===== config.mk =====
export PLATFORM = sky130hd
export DESIGN_NAME = bpe_bert
export DESIGN_NICKNAME = d
export VERILOG_FILES = /design/src/bpe_pkg.sv /design/src/bpe_pattern_gen.sv /design/src/bpe_bert.sv
export SDC_FILE = /design/constraint.sdc
export NUM_CORES = 1
export LEC_CHECK = 0
export BUFFER_PORTS_ARGS = -buffer_cell sky130_fd_sc_hd__buf_4
export CAP_MARGIN = 10
export CELL_PAD_IN_SITES_DETAIL_PLACEMENT = 2
export CELL_PAD_IN_SITES_GLOBAL_PLACEMENT = 2
export CORE_ASPECT_RATIO = 0.9
export CORE_UTILIZATION = 43
export CTS_CLUSTER_DIAMETER = 80
export CTS_CLUSTER_SIZE = 25
export DETAILED_ROUTE_END_ITERATION = 16
export PLACE_DENSITY_LB_ADDON = 0.1
export SYNTH_ARGS = -nofsm -noshare
export SYNTH_HDL_FRONTEND = slang
export SYNTH_SLANG_ARGS = --single-unit

===== constraint.sdc =====
create_clock -name pclk -period 5.2 [get_ports pclk]
set_input_delay 1.56 -clock pclk [delete_from_list [all_inputs] [get_ports pclk]]
set_output_delay 1.56 -clock pclk [all_outputs]
set_load 0.02 [all_outputs]

===== src/bpe_pkg.sv =====
/*
  Constants, register map and types for the bit-error-rate tester with
  pattern generation and transmit error insertion.
  Assumes one clock (pclk, 25 MHz) and an APB slave with 32-bit data.
*/
package bpe_pkg;

  // ----------------------------------------------------------------
  // Register indices (byte address = index * 4)
  // ----------------------------------------------------------------
  localparam logic [5:0] IDX_CONTROL = 6'h00;
  localparam logic [5:0] IDX_PAT_CFG = 6'h02;
  localparam logic [5:0] IDX_TAP_CFG = 6'h03;
  localparam logic [5:0] IDX_SEED0   = 6'h04;
  localparam logic [5:0] IDX_SEED1   = 6'h05;
  localparam logic [5:0] IDX_SEED2   = 6'h06;
  localparam logic [5:0] IDX_SEED3   = 6'h07;
  localparam logic [5:0] IDX_EIC     = 6'h08;
  localparam logic [5:0] IDX_STATUS  = 6'h0c;
  localparam logic [5:0] IDX_LATCHED = 6'h0e;
  localparam logic [5:0] IDX_COUNT0  = 6'h14;
  localparam logic [5:0] IDX_COUNT1  = 6'h15;
  localparam logic [5:0] IDX_COUNT2  = 6'h16;

  // ----------------------------------------------------------------
  // Field positions
  // ----------------------------------------------------------------
  localparam int CTL_UPDATE_MODE   = 7;
  localparam int CTL_LOCAL_UPDATE  = 6;
  localparam int CTL_RX_LOAD       = 5;
  localparam int CTL_RX_INVERT     = 4;
  localparam int CTL_MAN_RESYNC    = 3;
  localparam int CTL_AUTO_DISABLE  = 2;
  localparam int CTL_TX_LOAD       = 1;
  localparam int CTL_TX_INVERT     = 0;
  localparam int PCFG_REPETITIVE   = 5;
  localparam int EIC_RATE_LSB      = 3;
  localparam int EIC_SINGLE_ENABLE = 2;
  localparam int EIC_SINGLE_REQ    = 1;
  localparam int EIC_MANUAL_SEL    = 0;
  localparam int ST_UPDATE         = 3;
  localparam int ST_BIT_ERROR      = 2;
  localparam int ST_COUNT_NZ       = 1;
  localparam int ST_OOS            = 0;

  // ----------------------------------------------------------------
  // Reset values and masks
  // ----------------------------------------------------------------
  localparam logic [7:0]  REG_RESET = 8'h00;
  localparam logic [31:0] SEED_RESET = 32'h0000_0000;
  localparam logic [7:0]  PCFG_MASK = 8'h3f;
  localparam logic [7:0]  TAP_MASK  = 8'h1f;
  localparam logic [7:0]  EIC_MASK  = 8'h3f;

  // ----------------------------------------------------------------
  // Counts
  // ----------------------------------------------------------------
  localparam logic [23:0] COUNT_MAX     = 24'hff_ffff;
  localparam logic [5:0]  SYNC_MATCHES  = 6'h20;
  localparam logic [2:0]  RESYNC_ERRORS = 3'h6;
  localparam logic [5:0]  WINDOW_LAST   = 6'h3f;

  // Receive sync state
  typedef enum logic [0:0] {
    BPE_RX_HUNT = 1'b0,
    BPE_RX_SYNC = 1'b1
  } bpe_rx_e;

endpackage


===== src/bpe_pattern_gen.sv =====
/*
  Programmable 32-stage pattern generator, used for transmit and receive.
  Assumes the caller holds configuration steady while loading.
*/
`timescale 1ns/1ps
module bpe_pattern_gen
  import bpe_pkg::*;
(
  // Clock and reset
  input  wire logic        pclk,
  input  wire logic        presetn,
  // Configuration
  input  wire logic        load,
  input  wire logic [31:0] seed,
  input  wire logic [4:0]  length_sel,
  input  wire logic [4:0]  tap_sel,
  input  wire logic        repetitive,
  // Stream control
  input  wire logic        advance,
  input  wire logic        hunt,
  input  wire logic        hunt_bit,
  output logic             out_bit
);

  typedef struct packed {
    logic [31:0] stages;
  } bpe_gen_s;

  bpe_gen_s s;
  bpe_gen_s next_s;
  logic     feedback;

  // Output is stage n; stage k sits at index k-1
  assign out_bit = s.stages[length_sel];

  // Feedback: length stage, xor tap stage only for PRBS
  always_comb begin
    next_s   = s;
    feedback = s.stages[length_sel];
    if (!repetitive) begin
      feedback = s.stages[length_sel] ^ s.stages[tap_sel];
    end
    if (load) begin
      next_s.stages = seed;
    end else if (advance) begin
      // While hunting a PRBS the received bit seeds the register
      next_s.stages = {s.stages[30:0], (hunt && !repetitive) ? hunt_bit : feedback};
    end
  end

  // State register
  always_ff @(posedge pclk or negedge presetn) begin
    if (!presetn) begin
      s <= '0;
    end else begin
      s <= next_s;
    end
  end

endmodule // bpe_pattern_gen


===== src/bpe_bert.sv =====
/*
  Bit-error-rate tester: APB registers, transmit pattern with error
  insertion, receive checker with sync, error count and status.
  Assumes tx_enable, rx_valid and rx_data come from logic on pclk; the
  manual insert and external update inputs are asynchronous pins.
*/
`timescale 1ns/1ps

// Contract
// - PRBS tap feedback comes from stage tap select plus one.
// - Repetitive pattern mode ignores the tap select field.
// - PRBS feedback is length stage xor tap stage.
// - 32-bit seed seeds PRBS or is the repetitive pattern.
// - Transmit sends seed bit 31 first for 32-bit lengths.
// - Receive aligns seed bit 31 with first received bit.
// - Rate n inverts one bit in every ten to the n.
// - Rate zero disables periodic error insertion.
// - Periodic insertion starts on writing a nonzero rate.
// - Rewriting during insertion switches rate after next error.
// - Single-error enable bit gates single insertion.
// - Each request rising edge inverts one bit when selected.
// - Several request edges between opportunities give one error.
// - Manual source select picks request bit or external input.
// - Update status rises when counter update completes.
// - Update status forced low when selected trigger goes low.
// - Count status reads one when reported error count nonzero.
// - Out-of-sync reads one while receiver not synchronised.
// - Latched status bits set on events, clear on read.
// - Length feedback comes from stage length select plus one.
// - 24-bit error counter saturates, holds while out of sync.
// - Six mismatches in a 64-bit window force resync unless disabled.
module bpe_bert
  import bpe_pkg::*;
(
  // Clock and reset
  input  wire logic        pclk,
  input  wire logic        presetn,
  // APB slave
  input  wire logic        psel,
  input  wire logic        penable,
  input  wire logic        pwrite,
  input  wire logic [7:0]  paddr,
  input  wire logic [31:0] pwdata,
  output logic [31:0]      prdata,
  output logic             pready,
  output logic             pslverr,
  // Transmit stream
  input  wire logic        tx_enable,
  output logic             tx_data,
  // Receive stream
  input  wire logic        rx_valid,
  input  wire logic        rx_data,
  output logic             out_of_sync,
  // External triggers (asynchronous pins)
  input  wire logic        manual_insert_input,
  input  wire logic        external_update_signal
);

  // ----------------------------------------------------------------
  // State
  // ----------------------------------------------------------------
  typedef struct packed {
    logic [7:0]  control;
    logic [7:0]  pat_cfg;
    logic [7:0]  tap_cfg;
    logic [31:0] seed_pattern;
    logic [7:0]  error_insert_control;
    logic        pready;
    logic        pslverr;
    logic [31:0] prdata;
    logic        mi_s1;
    logic        mi_s2;
    logic        eu_s1;
    logic        eu_s2;
    logic        single_trig_d;
    logic        update_trig_d;
    logic        rx_load_d;
    logic        resync_d;
    logic        tx_load_d;
    logic        single_pend;
    logic [2:0]  cur_rate;
    logic [2:0]  new_rate;
    logic        rate_pend;
    logic [23:0] rate_cnt;
    logic        tx_data;
    bpe_rx_e     rx_state;
    logic [5:0]  match_cnt;
    logic [5:0]  win_cnt;
    logic [2:0]  win_err;
    logic [23:0] err_cnt;
    logic [23:0] reported_cnt;
    logic        update_status;
    logic [3:0]  latched;
  } bpe_state_s;

  bpe_state_s s;
  bpe_state_s next_s;

  // ----------------------------------------------------------------
  // Helpers
  // ----------------------------------------------------------------

  // Period of periodic insertion, ten to the n bits
  function automatic logic [23:0] decade(input logic [2:0] n);
    logic [23:0] r;
    case (n)
      3'h1:    r = 24'h00_000a;
      3'h2:    r = 24'h00_0064;
      3'h3:    r = 24'h00_03e8;
      3'h4:    r = 24'h00_2710;
      3'h5:    r = 24'h01_86a0;
      3'h6:    r = 24'h0f_4240;
      3'h7:    r = 24'h98_9680;
      default: r = 24'h00_0000;
    endcase
    return r;
  endfunction

  // Saturating increment of a 24-bit count
  function automatic logic [23:0] sat_inc(input logic [23:0] v);
    return (v == COUNT_MAX) ? v : 24'(v + 24'h00_0001);
  endfunction

  // ----------------------------------------------------------------
  // Pattern generators
  // ----------------------------------------------------------------
  logic tx_gen_bit;
  logic rx_ref_bit;
  logic tx_load_go;
  logic rx_load_go;
  logic rx_bit;
  logic rx_match;
  logic rx_advance;
  logic rx_hunting;

  assign tx_load_go = s.control[CTL_TX_LOAD] && !s.tx_load_d;
  assign rx_load_go = s.control[CTL_RX_LOAD] && !s.rx_load_d;
  assign rx_bit     = rx_data ^ s.control[CTL_RX_INVERT];
  assign rx_match   = (rx_bit == rx_ref_bit);
  assign rx_hunting = (s.rx_state == BPE_RX_HUNT);
  // A repetitive pattern slips one bit on a mismatch while hunting
  assign rx_advance = rx_valid && !(rx_hunting && s.pat_cfg[PCFG_REPETITIVE] && !rx_match);

  bpe_pattern_gen u_tx_gen (
    .pclk       (pclk),
    .presetn    (presetn),
    .load       (tx_load_go),
    .seed       (s.seed_pattern),
    .length_sel (s.pat_cfg[4:0]),
    .tap_sel    (s.tap_cfg[4:0]),
    .repetitive (s.pat_cfg[PCFG_REPETITIVE]),
    .advance    (tx_enable),
    .hunt       (1'b0),
    .hunt_bit   (1'b0),
    .out_bit    (tx_gen_bit)
  );

  bpe_pattern_gen u_rx_gen (
    .pclk       (pclk),
    .presetn    (presetn),
    .load       (rx_load_go),
    .seed       (s.seed_pattern),
    .length_sel (s.pat_cfg[4:0]),
    .tap_sel    (s.tap_cfg[4:0]),
    .repetitive (s.pat_cfg[PCFG_REPETITIVE]),
    .advance    (rx_advance),
    .hunt       (rx_hunting),
    .hunt_bit   (rx_bit),
    .out_bit    (rx_ref_bit)
  );

  // ----------------------------------------------------------------
  // Next-state logic
  // ----------------------------------------------------------------
  logic [5:0]  idx;
  logic        mapped;
  logic        wr_go;
  logic        rd_go;
  logic [7:0]  rd_byte;
  logic        single_trig;
  logic        update_trig;
  logic        rate_hit;
  logic        insert;
  logic        bit_error;
  logic [2:0]  win_sum;
  logic [2:0]  wr_rate;
  logic [3:0]  events;

  always_comb begin
    next_s      = s;
    idx         = paddr[7:2];
    wr_rate     = pwdata[EIC_RATE_LSB +: 3];
    rd_byte     = 8'h00;
    bit_error   = 1'b0;
    win_sum     = 3'h0;
    events      = 4'h0;

    // Two-flop synchronisers for the asynchronous pins
    next_s.mi_s1 = manual_insert_input;
    next_s.mi_s2 = s.mi_s1;
    next_s.eu_s1 = external_update_signal;
    next_s.eu_s2 = s.eu_s1;

    // Edge history of software-driven triggers
    next_s.tx_load_d = s.control[CTL_TX_LOAD];
    next_s.rx_load_d = s.control[CTL_RX_LOAD];
    next_s.resync_d  = s.control[CTL_MAN_RESYNC];

    // Address decode; unmapped words answer with an error
    case (idx)
      IDX_CONTROL: rd_byte = s.control;
      IDX_PAT_CFG: rd_byte = s.pat_cfg;
      IDX_TAP_CFG: rd_byte = s.tap_cfg;
      IDX_SEED0:   rd_byte = s.seed_pattern[7:0];
      IDX_SEED1:   rd_byte = s.seed_pattern[15:8];
      IDX_SEED2:   rd_byte = s.seed_pattern[23:16];
      IDX_SEED3:   rd_byte = s.seed_pattern[31:24];
      IDX_EIC:     rd_byte = s.error_insert_control;
      IDX_STATUS:  rd_byte = {4'h0, s.update_status, 1'b0,
                              (s.reported_cnt != 24'h00_0000),
                              (s.rx_state != BPE_RX_SYNC)};
      IDX_LATCHED: rd_byte = {4'h0, s.latched};
      IDX_COUNT0:  rd_byte = s.reported_cnt[7:0];
      IDX_COUNT1:  rd_byte = s.reported_cnt[15:8];
      IDX_COUNT2:  rd_byte = s.reported_cnt[23:16];
      default:     rd_byte = 8'h00;
    endcase
    mapped = (paddr[1:0] == 2'b00) &&
             (idx == IDX_CONTROL || idx == IDX_PAT_CFG || idx == IDX_TAP_CFG ||
              idx == IDX_SEED0 || idx == IDX_SEED1 || idx == IDX_SEED2 ||
              idx == IDX_SEED3 || idx == IDX_EIC || idx == IDX_STATUS ||
              idx == IDX_LATCHED || idx == IDX_COUNT0 || idx == IDX_COUNT1 ||
              idx == IDX_COUNT2);

    // One wait state: data prepared on the first access edge
    next_s.pready  = psel && penable && !s.pready;
    next_s.prdata  = s.prdata;
    next_s.pslverr = 1'b0;
    if (psel && penable && !s.pready) begin
      next_s.prdata  = {24'h00_0000, rd_byte};
      next_s.pslverr = !mapped;
    end
    wr_go = psel && penable && s.pready && pwrite && mapped;
    rd_go = psel && penable && s.pready && !pwrite && mapped;

    // Transmit: periodic and single error insertion
    single_trig = s.error_insert_control[EIC_MANUAL_SEL] ?
                  s.mi_s2 : s.error_insert_control[EIC_SINGLE_REQ];
    next_s.single_trig_d = single_trig;
    rate_hit = (s.cur_rate != 3'h0) &&
               (s.rate_cnt == 24'(decade(s.cur_rate) - 24'h00_0001));
    insert   = tx_enable && (rate_hit || s.single_pend);
    if (tx_enable) begin
      // Inverted for this bit only; the generator itself runs on
      next_s.tx_data = tx_gen_bit ^ insert ^ s.control[CTL_TX_INVERT];
      if (s.cur_rate != 3'h0) begin
        next_s.rate_cnt = rate_hit ? 24'h00_0000 : 24'(s.rate_cnt + 24'h00_0001);
      end
      if (rate_hit && s.rate_pend) begin
        // A pending rate only takes over after the error just made
        next_s.cur_rate  = s.new_rate;
        next_s.rate_pend = 1'b0;
      end
      if (s.single_pend) begin
        next_s.single_pend = 1'b0;
      end
    end
    // Several edges before the next opportunity collapse to one
    if (single_trig && !s.single_trig_d &&
        s.error_insert_control[EIC_SINGLE_ENABLE]) begin
      next_s.single_pend = 1'b1;
    end

    // Receive: sync state machine and error checking
    case (s.rx_state)
      BPE_RX_HUNT: begin
        if (rx_valid) begin
          next_s.match_cnt = rx_match ? 6'(s.match_cnt + 6'h01) : 6'h00;
          if (rx_match && s.match_cnt == 6'(SYNC_MATCHES - 6'h01)) begin
            next_s.rx_state  = BPE_RX_SYNC;
            next_s.win_cnt   = 6'h00;
            next_s.win_err   = 3'h0;
          end
        end
      end
      BPE_RX_SYNC: begin
        if (rx_valid) begin
          bit_error      = !rx_match;
          win_sum        = 3'(s.win_err + {2'b00, bit_error});
          next_s.win_cnt = 6'(s.win_cnt + 6'h01);
          next_s.win_err = (s.win_cnt == WINDOW_LAST) ? 3'h0 : win_sum;
          if (bit_error) begin
            next_s.err_cnt = sat_inc(s.err_cnt);
          end
          if (win_sum >= RESYNC_ERRORS && !s.control[CTL_AUTO_DISABLE]) begin
            next_s.rx_state  = BPE_RX_HUNT;
            next_s.match_cnt = 6'h00;
          end
        end
      end
      default: begin
        next_s.rx_state = BPE_RX_HUNT;
      end
    endcase
    // New pattern or manual resync drops the receiver out of sync
    if (rx_load_go || (s.control[CTL_MAN_RESYNC] && !s.resync_d)) begin
      next_s.rx_state  = BPE_RX_HUNT;
      next_s.match_cnt = 6'h00;
    end

    // Counter update: snapshot count, restart at 0 or 1
    update_trig = s.control[CTL_UPDATE_MODE] ?
                  s.eu_s2 : s.control[CTL_LOCAL_UPDATE];
    next_s.update_trig_d = update_trig;
    if (update_trig && !s.update_trig_d) begin
      next_s.reported_cnt  = s.err_cnt;
      next_s.err_cnt       = {23'h00_0000, bit_error};
      next_s.update_status = 1'b1;
    end
    if (!update_trig) begin
      next_s.update_status = 1'b0;
    end

    // Latched events; a new event wins over a read clear
    events[ST_UPDATE]    = next_s.update_status && !s.update_status;
    events[ST_BIT_ERROR] = bit_error;
    events[ST_COUNT_NZ]  = (next_s.reported_cnt != 24'h00_0000) &&
                           (s.reported_cnt == 24'h00_0000);
    events[ST_OOS]       = (next_s.rx_state != s.rx_state);
    next_s.latched = ((rd_go && idx == IDX_LATCHED) ? 4'h0 : s.latched) | events;

    // Register writes at the completing edge
    if (wr_go) begin
      case (idx)
        IDX_CONTROL: next_s.control = pwdata[7:0];
        IDX_PAT_CFG: next_s.pat_cfg = pwdata[7:0] & PCFG_MASK;
        IDX_TAP_CFG: next_s.tap_cfg = pwdata[7:0] & TAP_MASK;
        IDX_SEED0:   next_s.seed_pattern[7:0]   = pwdata[7:0];
        IDX_SEED1:   next_s.seed_pattern[15:8]  = pwdata[7:0];
        IDX_SEED2:   next_s.seed_pattern[23:16] = pwdata[7:0];
        IDX_SEED3:   next_s.seed_pattern[31:24] = pwdata[7:0];
        IDX_EIC: begin
          next_s.error_insert_control = pwdata[7:0] & EIC_MASK;
          if (next_s.cur_rate == 3'h0) begin
            if (wr_rate != 3'h0) begin
              next_s.cur_rate  = wr_rate;
              next_s.rate_cnt  = 24'h00_0000;
              next_s.rate_pend = 1'b0;
            end
          end else begin
            next_s.new_rate  = wr_rate;
            next_s.rate_pend = 1'b1;
          end
        end
        default: begin
          next_s.control = next_s.control;
        end
      endcase
    end
  end

  // ----------------------------------------------------------------
  // State register
  // ----------------------------------------------------------------
  always_ff @(posedge pclk or negedge presetn) begin
    if (!presetn) begin
      s          <= '0;
      s.rx_state <= BPE_RX_HUNT;
    end else begin
      s <= next_s;
    end
  end

  // Outputs straight from flops, except out_of_sync decoded from rx_state
  assign prdata      = s.prdata;
  assign pready      = s.pready;
  assign pslverr     = s.pslverr;
  assign tx_data     = s.tx_data;
  assign out_of_sync = (s.rx_state == BPE_RX_HUNT);

endmodule // bpe_bert


==> Word level (Yosys, flattened, before mapping) <==
Index checks and enable logic that the tools add are counted.
{ "word_totals": {"inputBits": 50, "reg_bits": 242} }
{ "classes": {"add_sub_neg": 6, "n_reduce_logical": 78, "muxes": 52, "eq_ne": 33, "n_lt_le_gt_ge": 3, "bitwise_logic": 8} }
{ "ops": {"columns": ["cell", "count"], "rows": [
  ["$pmux W24 S7", 1],
  ["$mux W24", 6],
  ["$mux W32", 4],
  ["$pmux W8 S13", 1],
  ["$mux W31", 2],
  ["$mux W49", 1],
  ["$add A24 B1 Y24 const B", 2],
  ["$reduce_bool A24 Y1", 2],
  ["$mux W40", 1],
  ["$mux W33", 1],
  ["$pmux W16 S2", 1],
  ["$logic_and A1 B1 Y1", 26],
  ["$mux W26", 1],
  ["$mux W25", 1],
  ["$eq A24 B24 Y1", 1],
  ["$eq A24 B24 Y1 const B", 1],
  ["$eq A6 B3 Y1 const B", 4],
  ["$eq A6 B5 Y1 const B", 4],
  ["$logic_not A24 Y1", 1],
  ["$sub A24 B1 Y24 const B", 1],
  ["$bmux W1 S5", 4],
  ["$eq A6 B4 Y1 const B", 3],
  ["$mux W1", 16],
  ["$mux W16", 1],
  ["other kinds (33)", 94]
]} }

==> Logic depth before layout (Yosys ltp) <==
{ "depth": {"ltp_word": 18, "depth_mapped": 18} }

==> Modules after synthesis <==
From an unflattened synthesis, not the netlist that was laid out.
{ "unflattened": {"hier_cells": 1385, "area_unflattened_um2": 13714.4} }
{ "by_module_without_submodules": {"columns": ["module", "cells_per_inst", "n_inst", "area_per_inst_um2"], "rows": [
  ["bpe_bert", 975, 1, 9522.9],
  ["bpe_pattern_gen", 205, 2, 2095.8]
]} }

==> Worst setup path after synthesis <==
Ideal clock, no wire load.
{ "synth_timing": {"path_type": "input -> register", "startpoint": "input rx_data", "endpoint": "register s[67] (netlist name)", "t_required_ns": 5.118, "setup_ns": 0.082, "arrival_time_ns": 3.538, "stages": 13, "n_path_buf": 1, "path_slack_ns": 1.580, "cell_sequence": "xnor2_1 o21ai_0 and2_1 buf_2 inv_1 ha_1 ha_1 xor2_1 nand3b_1 nand2_1 a21oi_1 or3_1 o22ai_1"} }
{ "synth_between": {"elab_chain_cells": 8, "word_cells_on_any_way": 12, "classes_between": "add/sub (1); order compare (1); eq/ne (2); mux (4); bitwise (1); reduce/logical (3)"} }
{ "synth_rtl": {"columns": ["item", "line", "source"], "rows": [
  ["from (decl)", "bpe_bert.sv:52", "input wire logic rx_data,"],
  ["$xor A1 B1 Y1 *", "bpe_bert.sv:138", "assign rx_bit = rx_data ^ s.control[CTL_RX_INVERT];"],
  ["$eq A1 B1 Y1 *", "bpe_bert.sv:139", "assign rx_match = (rx_bit == rx_ref_bit);"],
  ["$logic_not A1 Y1", "bpe_bert.sv:288", "bit_error = !rx_match;"],
  ["$add A3 B1 Y3", "bpe_bert.sv:289", "win_sum = 3'(s.win_err + {2'b00, bit_error});"],
  ["$ge A3 B3 Y1", "bpe_bert.sv:295", "if (win_sum >= RESYNC_ERRORS && !s.control[CTL_AUTO_DISABLE]) begin"],
  ["$logic_and A1 B1 Y1", "bpe_bert.sv:295", null],
  ["$ne A3 B1 Y1 (no line)", null, null],
  ["$reduce_and A3 Y1 (no line)", null, null],
  ["to (signal assigned)", "bpe_bert.sv:370", "s <= next_s;"],
  ["to (decl)", "bpe_bert.sv:96", "bpe_state_s s;"]
]} }
Mark *: on every way between the ends. The rest lies on a longest branch, timed or not. The select of a mux whose other input is x is not followed.
A chain may end at the register's enable or synchronous reset.

==> Worst setup path after layout <==
{ "layout_timing": {"startpoint": "register s[193] (netlist name)", "endpoint": "register s[64] (netlist name)"} }
{ "layout_between": {"elab_chain_cells": 9, "word_cells_on_any_way": 13, "classes_between": "add/sub (1); order compare (1); eq/ne (2); mux (6); reduce/logical (3)"} }
{ "layout_rtl": {"columns": ["item", "line", "source"], "rows": [
  ["$bmux W1 S5 *", "bpe_pattern_gen.sv:34", "assign out_bit = s.stages[length_sel];"],
  ["$mux W1 (implied by the code) *", "bpe_pattern_gen.sv:34", null],
  ["$eq A1 B1 Y1 *", "bpe_bert.sv:139", null],
  ["$logic_not A1 Y1", "bpe_bert.sv:288", null],
  ["$add A3 B1 Y3", "bpe_bert.sv:289", null],
  ["$ge A3 B3 Y1", "bpe_bert.sv:295", null],
  ["$logic_and A1 B1 Y1", "bpe_bert.sv:295", null],
  ["$ne A3 B1 Y1 (no line)", null, null],
  ["$reduce_and A3 Y1 (no line)", null, null]
]} }
Marks and branches as above.

==> impl_metrics.toml <==
[grt]
track_usage_pct = 28.55
grt_first_pass_wirelength_um = 71690
vias_in_the_first_global_route = 11810
antenna_found_initial = 1
grt_start_max_net_pins = 107
global_route.overflow_total = 0

[run_status]
status = "finished clean"

[sta]
clock_skew_ps = 22.81
final_min_period_over_clock_period_pct = 84.06
timing.final.max_slew_violations = 0
finalSetupViolations = 0
final.min_clock_period_ps = 4371
timing.final.hold_violations = 0
max_freq_mhz = 228.8
rsz0062_at_grt = "no"
slew-limit-headroom_pct = 39.84
slew_worst_pin_ps = 902.5
setup_tns_ps = 0

[yosys]
postSynthRegisterBits = 242
synth.cell_area_um2 = 13860
ys_top_cells_by_area = "sky130_fd_sc_hd__dfrtp_1, sky130_fd_sc_hd__nand2_1, sky130_fd_sc_hd__mux2_2, sky130_fd_sc_hd__mux2i_1, sky130_fd_sc_hd__mux4_2"
synth.yosys.warnings = 0
sequential_share_of_the_synthesized_area_pct = 43.68
yosys_most_used_dff = "sky130_fd_sc_hd__dfrtp_1"
post-synth-top-area-cell = "sky130_fd_sc_hd__dfrtp_1"
syn_avg_cell_area_um2 = 9.607
synth_edf_count = 0
synth_top_area_share_pct = 43.68
instance_count_of_the_mapped_netlist = 1443
async_flop_share_pct = 100.0
yosysUniqueCellTypes = 76

[cts]
cts_hold_buffers = 0
cts_post_setup_buffers_inserted = 0
cts.repair.resized = 0
clkTransAtPathRegs_ps = 100
cts_tree = "built"
clock_tree_root = "sky130_fd_sc_hd__clkbuf_16"
h-tree-depth = 1
worst_skew_pair.late_latency_ps = 520
cts_made_buffers = 16
clockBufferDepth = 3
cts.sinks = 242

[route]
final_antenna_net_count = 0
route.final.wire_length_um = 46370
detailroute.via_count = 11210
first_pass_detailed_route_iteration_total = 5
viasPerCell = 6.106
drtIter0Drc = 840
avgRoutedWirePerCell_um = 25.26
drcViolationCount = 0

[cells_and_area]
num_antenna_cells = 0
final_common_cell = "sky130_fd_sc_hd__nand2_1"
fin_area_um2 = 14850
final_nets = 1475
area.growth.synth_to_final_pct = 7.130
layout_common_cells = "sky130_fd_sc_hd__nand2_1, sky130_fd_sc_hd__dfrtp_1, sky130_fd_sc_hd__mux2_2, sky130_fd_sc_hd__o21ai_0, sky130_fd_sc_hd__nor2_1"
post_route_cells_drive_above_1_share_pct = 15.49

[floorplan]
initial_core_util_pct = 44.30
fp.dieW_um = 191.3
ios = 86
row_count = 61
die_footprint_um2 = 32960
core_area_um2 = 31290
floorplan.die.height_um = 172.3

[worst_setup_path]
timing.setup.critical_path_class = "flip-flop to flip-flop"
path_max_fanout = 12
arrival_ps = 4790
required_time_of_the_critical_path_ps = 5620
crit_path_end_kind = "flip-flop"
crit_path_start_kind = "flip-flop"

[pwr]
leakagePower_nw = 6.432
vdd.ir_drop.worst_v = 0.0003177
power_density_over_the_cells_nw_per_um2 = 331.6

[placed_design]
post-dp-hpwl_um = 32760
port-buffer-count = 37
finalWeightedCongestion = 0.8707
dpl-instance-area_um2 = 14270

[flow_run]
timing.max_cap.violations = 0

[hold_path]
hold_path.class = "flip-flop to flip-flop"
[routing by layer]
| layer | up-vias | global-route usage (%) | wire length, um |
|---|---|---|---|
| met5 | - | 0 | 0 |
| li1 | 5027 | - | - |
| met3 | 70 | 3.998 | 2117 |
| met1 | 5881 | 39.49 | 21180 |
| met4 | 0 | 8.351 | 1356 |
| met2 | 233 | 46.50 | 21720 |
[worst paths after layout]
| check | cells after the start | startpoint | endpoint | slack, ps |
|---|---|---|---|---|
| worst max register to register | 16 | s[193] | s[64] | 830 |
| worst max-delay path | 16 | s[193] | s[64] | 830 |
| max in group asynchronous | 2 | presetn | u_tx_gen.s[19] | 3030 |
| worst min register to register | 0 | next_s[107] | s[107] | 370 |
| worst min-delay path | 0 | next_s[107] | s[107] | 370 |
| min in group asynchronous | 1 | presetn | s[78] | 1090 |
[per-stage QoR]
step | total power, W | utilization [%] | worst slack, ps | hold WS, ps | std cells
after floorplan | 0.003137 | - | 1580 | 331.2 | 1466
after global placement | 0.003400 | 45.59 | 1062 | 334.3 | 1808
after detailed placement | 0.003507 | 45.59 | 961.1 | 340.5 | 1808
after CTS | 0.004967 | 47.40 | 859.1 | 377.0 | 1835
after global routing | 0.005156 | 47.46 | 513.8 | 379.1 | 1836
final | 0.004925 | 47.46 | 828.9 | 369.9 | 1836
[where the power goes]
part	switching, W	internal, W
sequential	0.000343	0.00216
combinational	0.000484	0.000495
clock	0.000751	0.000696
total	0.00158	0.00335
[cells by family after synthesis]
logic type	Yosys count	share of synthesized area (%)
fa+ha+maj	7	0.6317
buf+inv	159	5.821
flops	242	43.68
xor+xnor	32	2.022
mux	188	16.53
compound gates	254	12.09
simple gates	560	19.20
other cells	1	0.02705
[worst max-delay path, cell delays in order (launching register included)]
cell                       delay [ps]
sky130_fd_sc_hd__dfrtp_1          800
sky130_fd_sc_hd__buf_4            320
sky130_fd_sc_hd__mux2i_1          230
sky130_fd_sc_hd__a22oi_1          120
sky130_fd_sc_hd__and4_1           220
sky130_fd_sc_hd__a31o_2           240
sky130_fd_sc_hd__o21ai_0          240
sky130_fd_sc_hd__and2_1           380
sky130_fd_sc_hd__inv_1            110
sky130_fd_sc_hd__ha_1             210
sky130_fd_sc_hd__ha_1             220
sky130_fd_sc_hd__xor2_1           170
sky130_fd_sc_hd__nand3b_1         120
sky130_fd_sc_hd__nand2_1           60
sky130_fd_sc_hd__a21oi_1          520
sky130_fd_sc_hd__a41oi_1          130
sky130_fd_sc_hd__mux2i_1          190
[synthesized netlist by cell type, types with 14 or more instances]
master / number
sky130_fd_sc_hd__mux2i_1: 77
sky130_fd_sc_hd__buf_4: 33
sky130_fd_sc_hd__a31oi_1: 17
sky130_fd_sc_hd__nor2b_1: 17
sky130_fd_sc_hd__dfrtp_1: 242
sky130_fd_sc_hd__o21ai_0: 85
sky130_fd_sc_hd__clkbuf_1: 56
sky130_fd_sc_hd__nand2_1: 282
sky130_fd_sc_hd__nand4_1: 22
sky130_fd_sc_hd__a21oi_1: 40
sky130_fd_sc_hd__mux4_2: 24
sky130_fd_sc_hd__xnor2_1: 18
sky130_fd_sc_hd__nand3_1: 41
sky130_fd_sc_hd__nand2b_1: 18
sky130_fd_sc_hd__a221oi_1: 19
sky130_fd_sc_hd__xor2_1: 14
sky130_fd_sc_hd__inv_1: 32
sky130_fd_sc_hd__buf_2: 25
sky130_fd_sc_hd__a22oi_1: 15
sky130_fd_sc_hd__mux2_2: 87
sky130_fd_sc_hd__nor2_1: 81
[sequential cells by signal, indices dropped and copies added, names as in the netlist]
name	flops
tx_data	1
prdata	8
u_rx_gen.s	32
pslverr	1
u_tx_gen.s	32
s	162
next_s	5
pready	1
[final cells by class]
cell class / count / area (um2)
Clock inverter: 9 / 126.4
Clock buffer: 18 / 439.2
Inverter: 33 / 123.9
Sequential cell: 242 / 6056
Fill cell: 3398 / 16440
Multi-Input combinational cell: 1065 / 7099
Tap cell: 409 / 511.7
Timing Repair Buffer: 60 / 495.5
(Power assumes the default switching activity.)
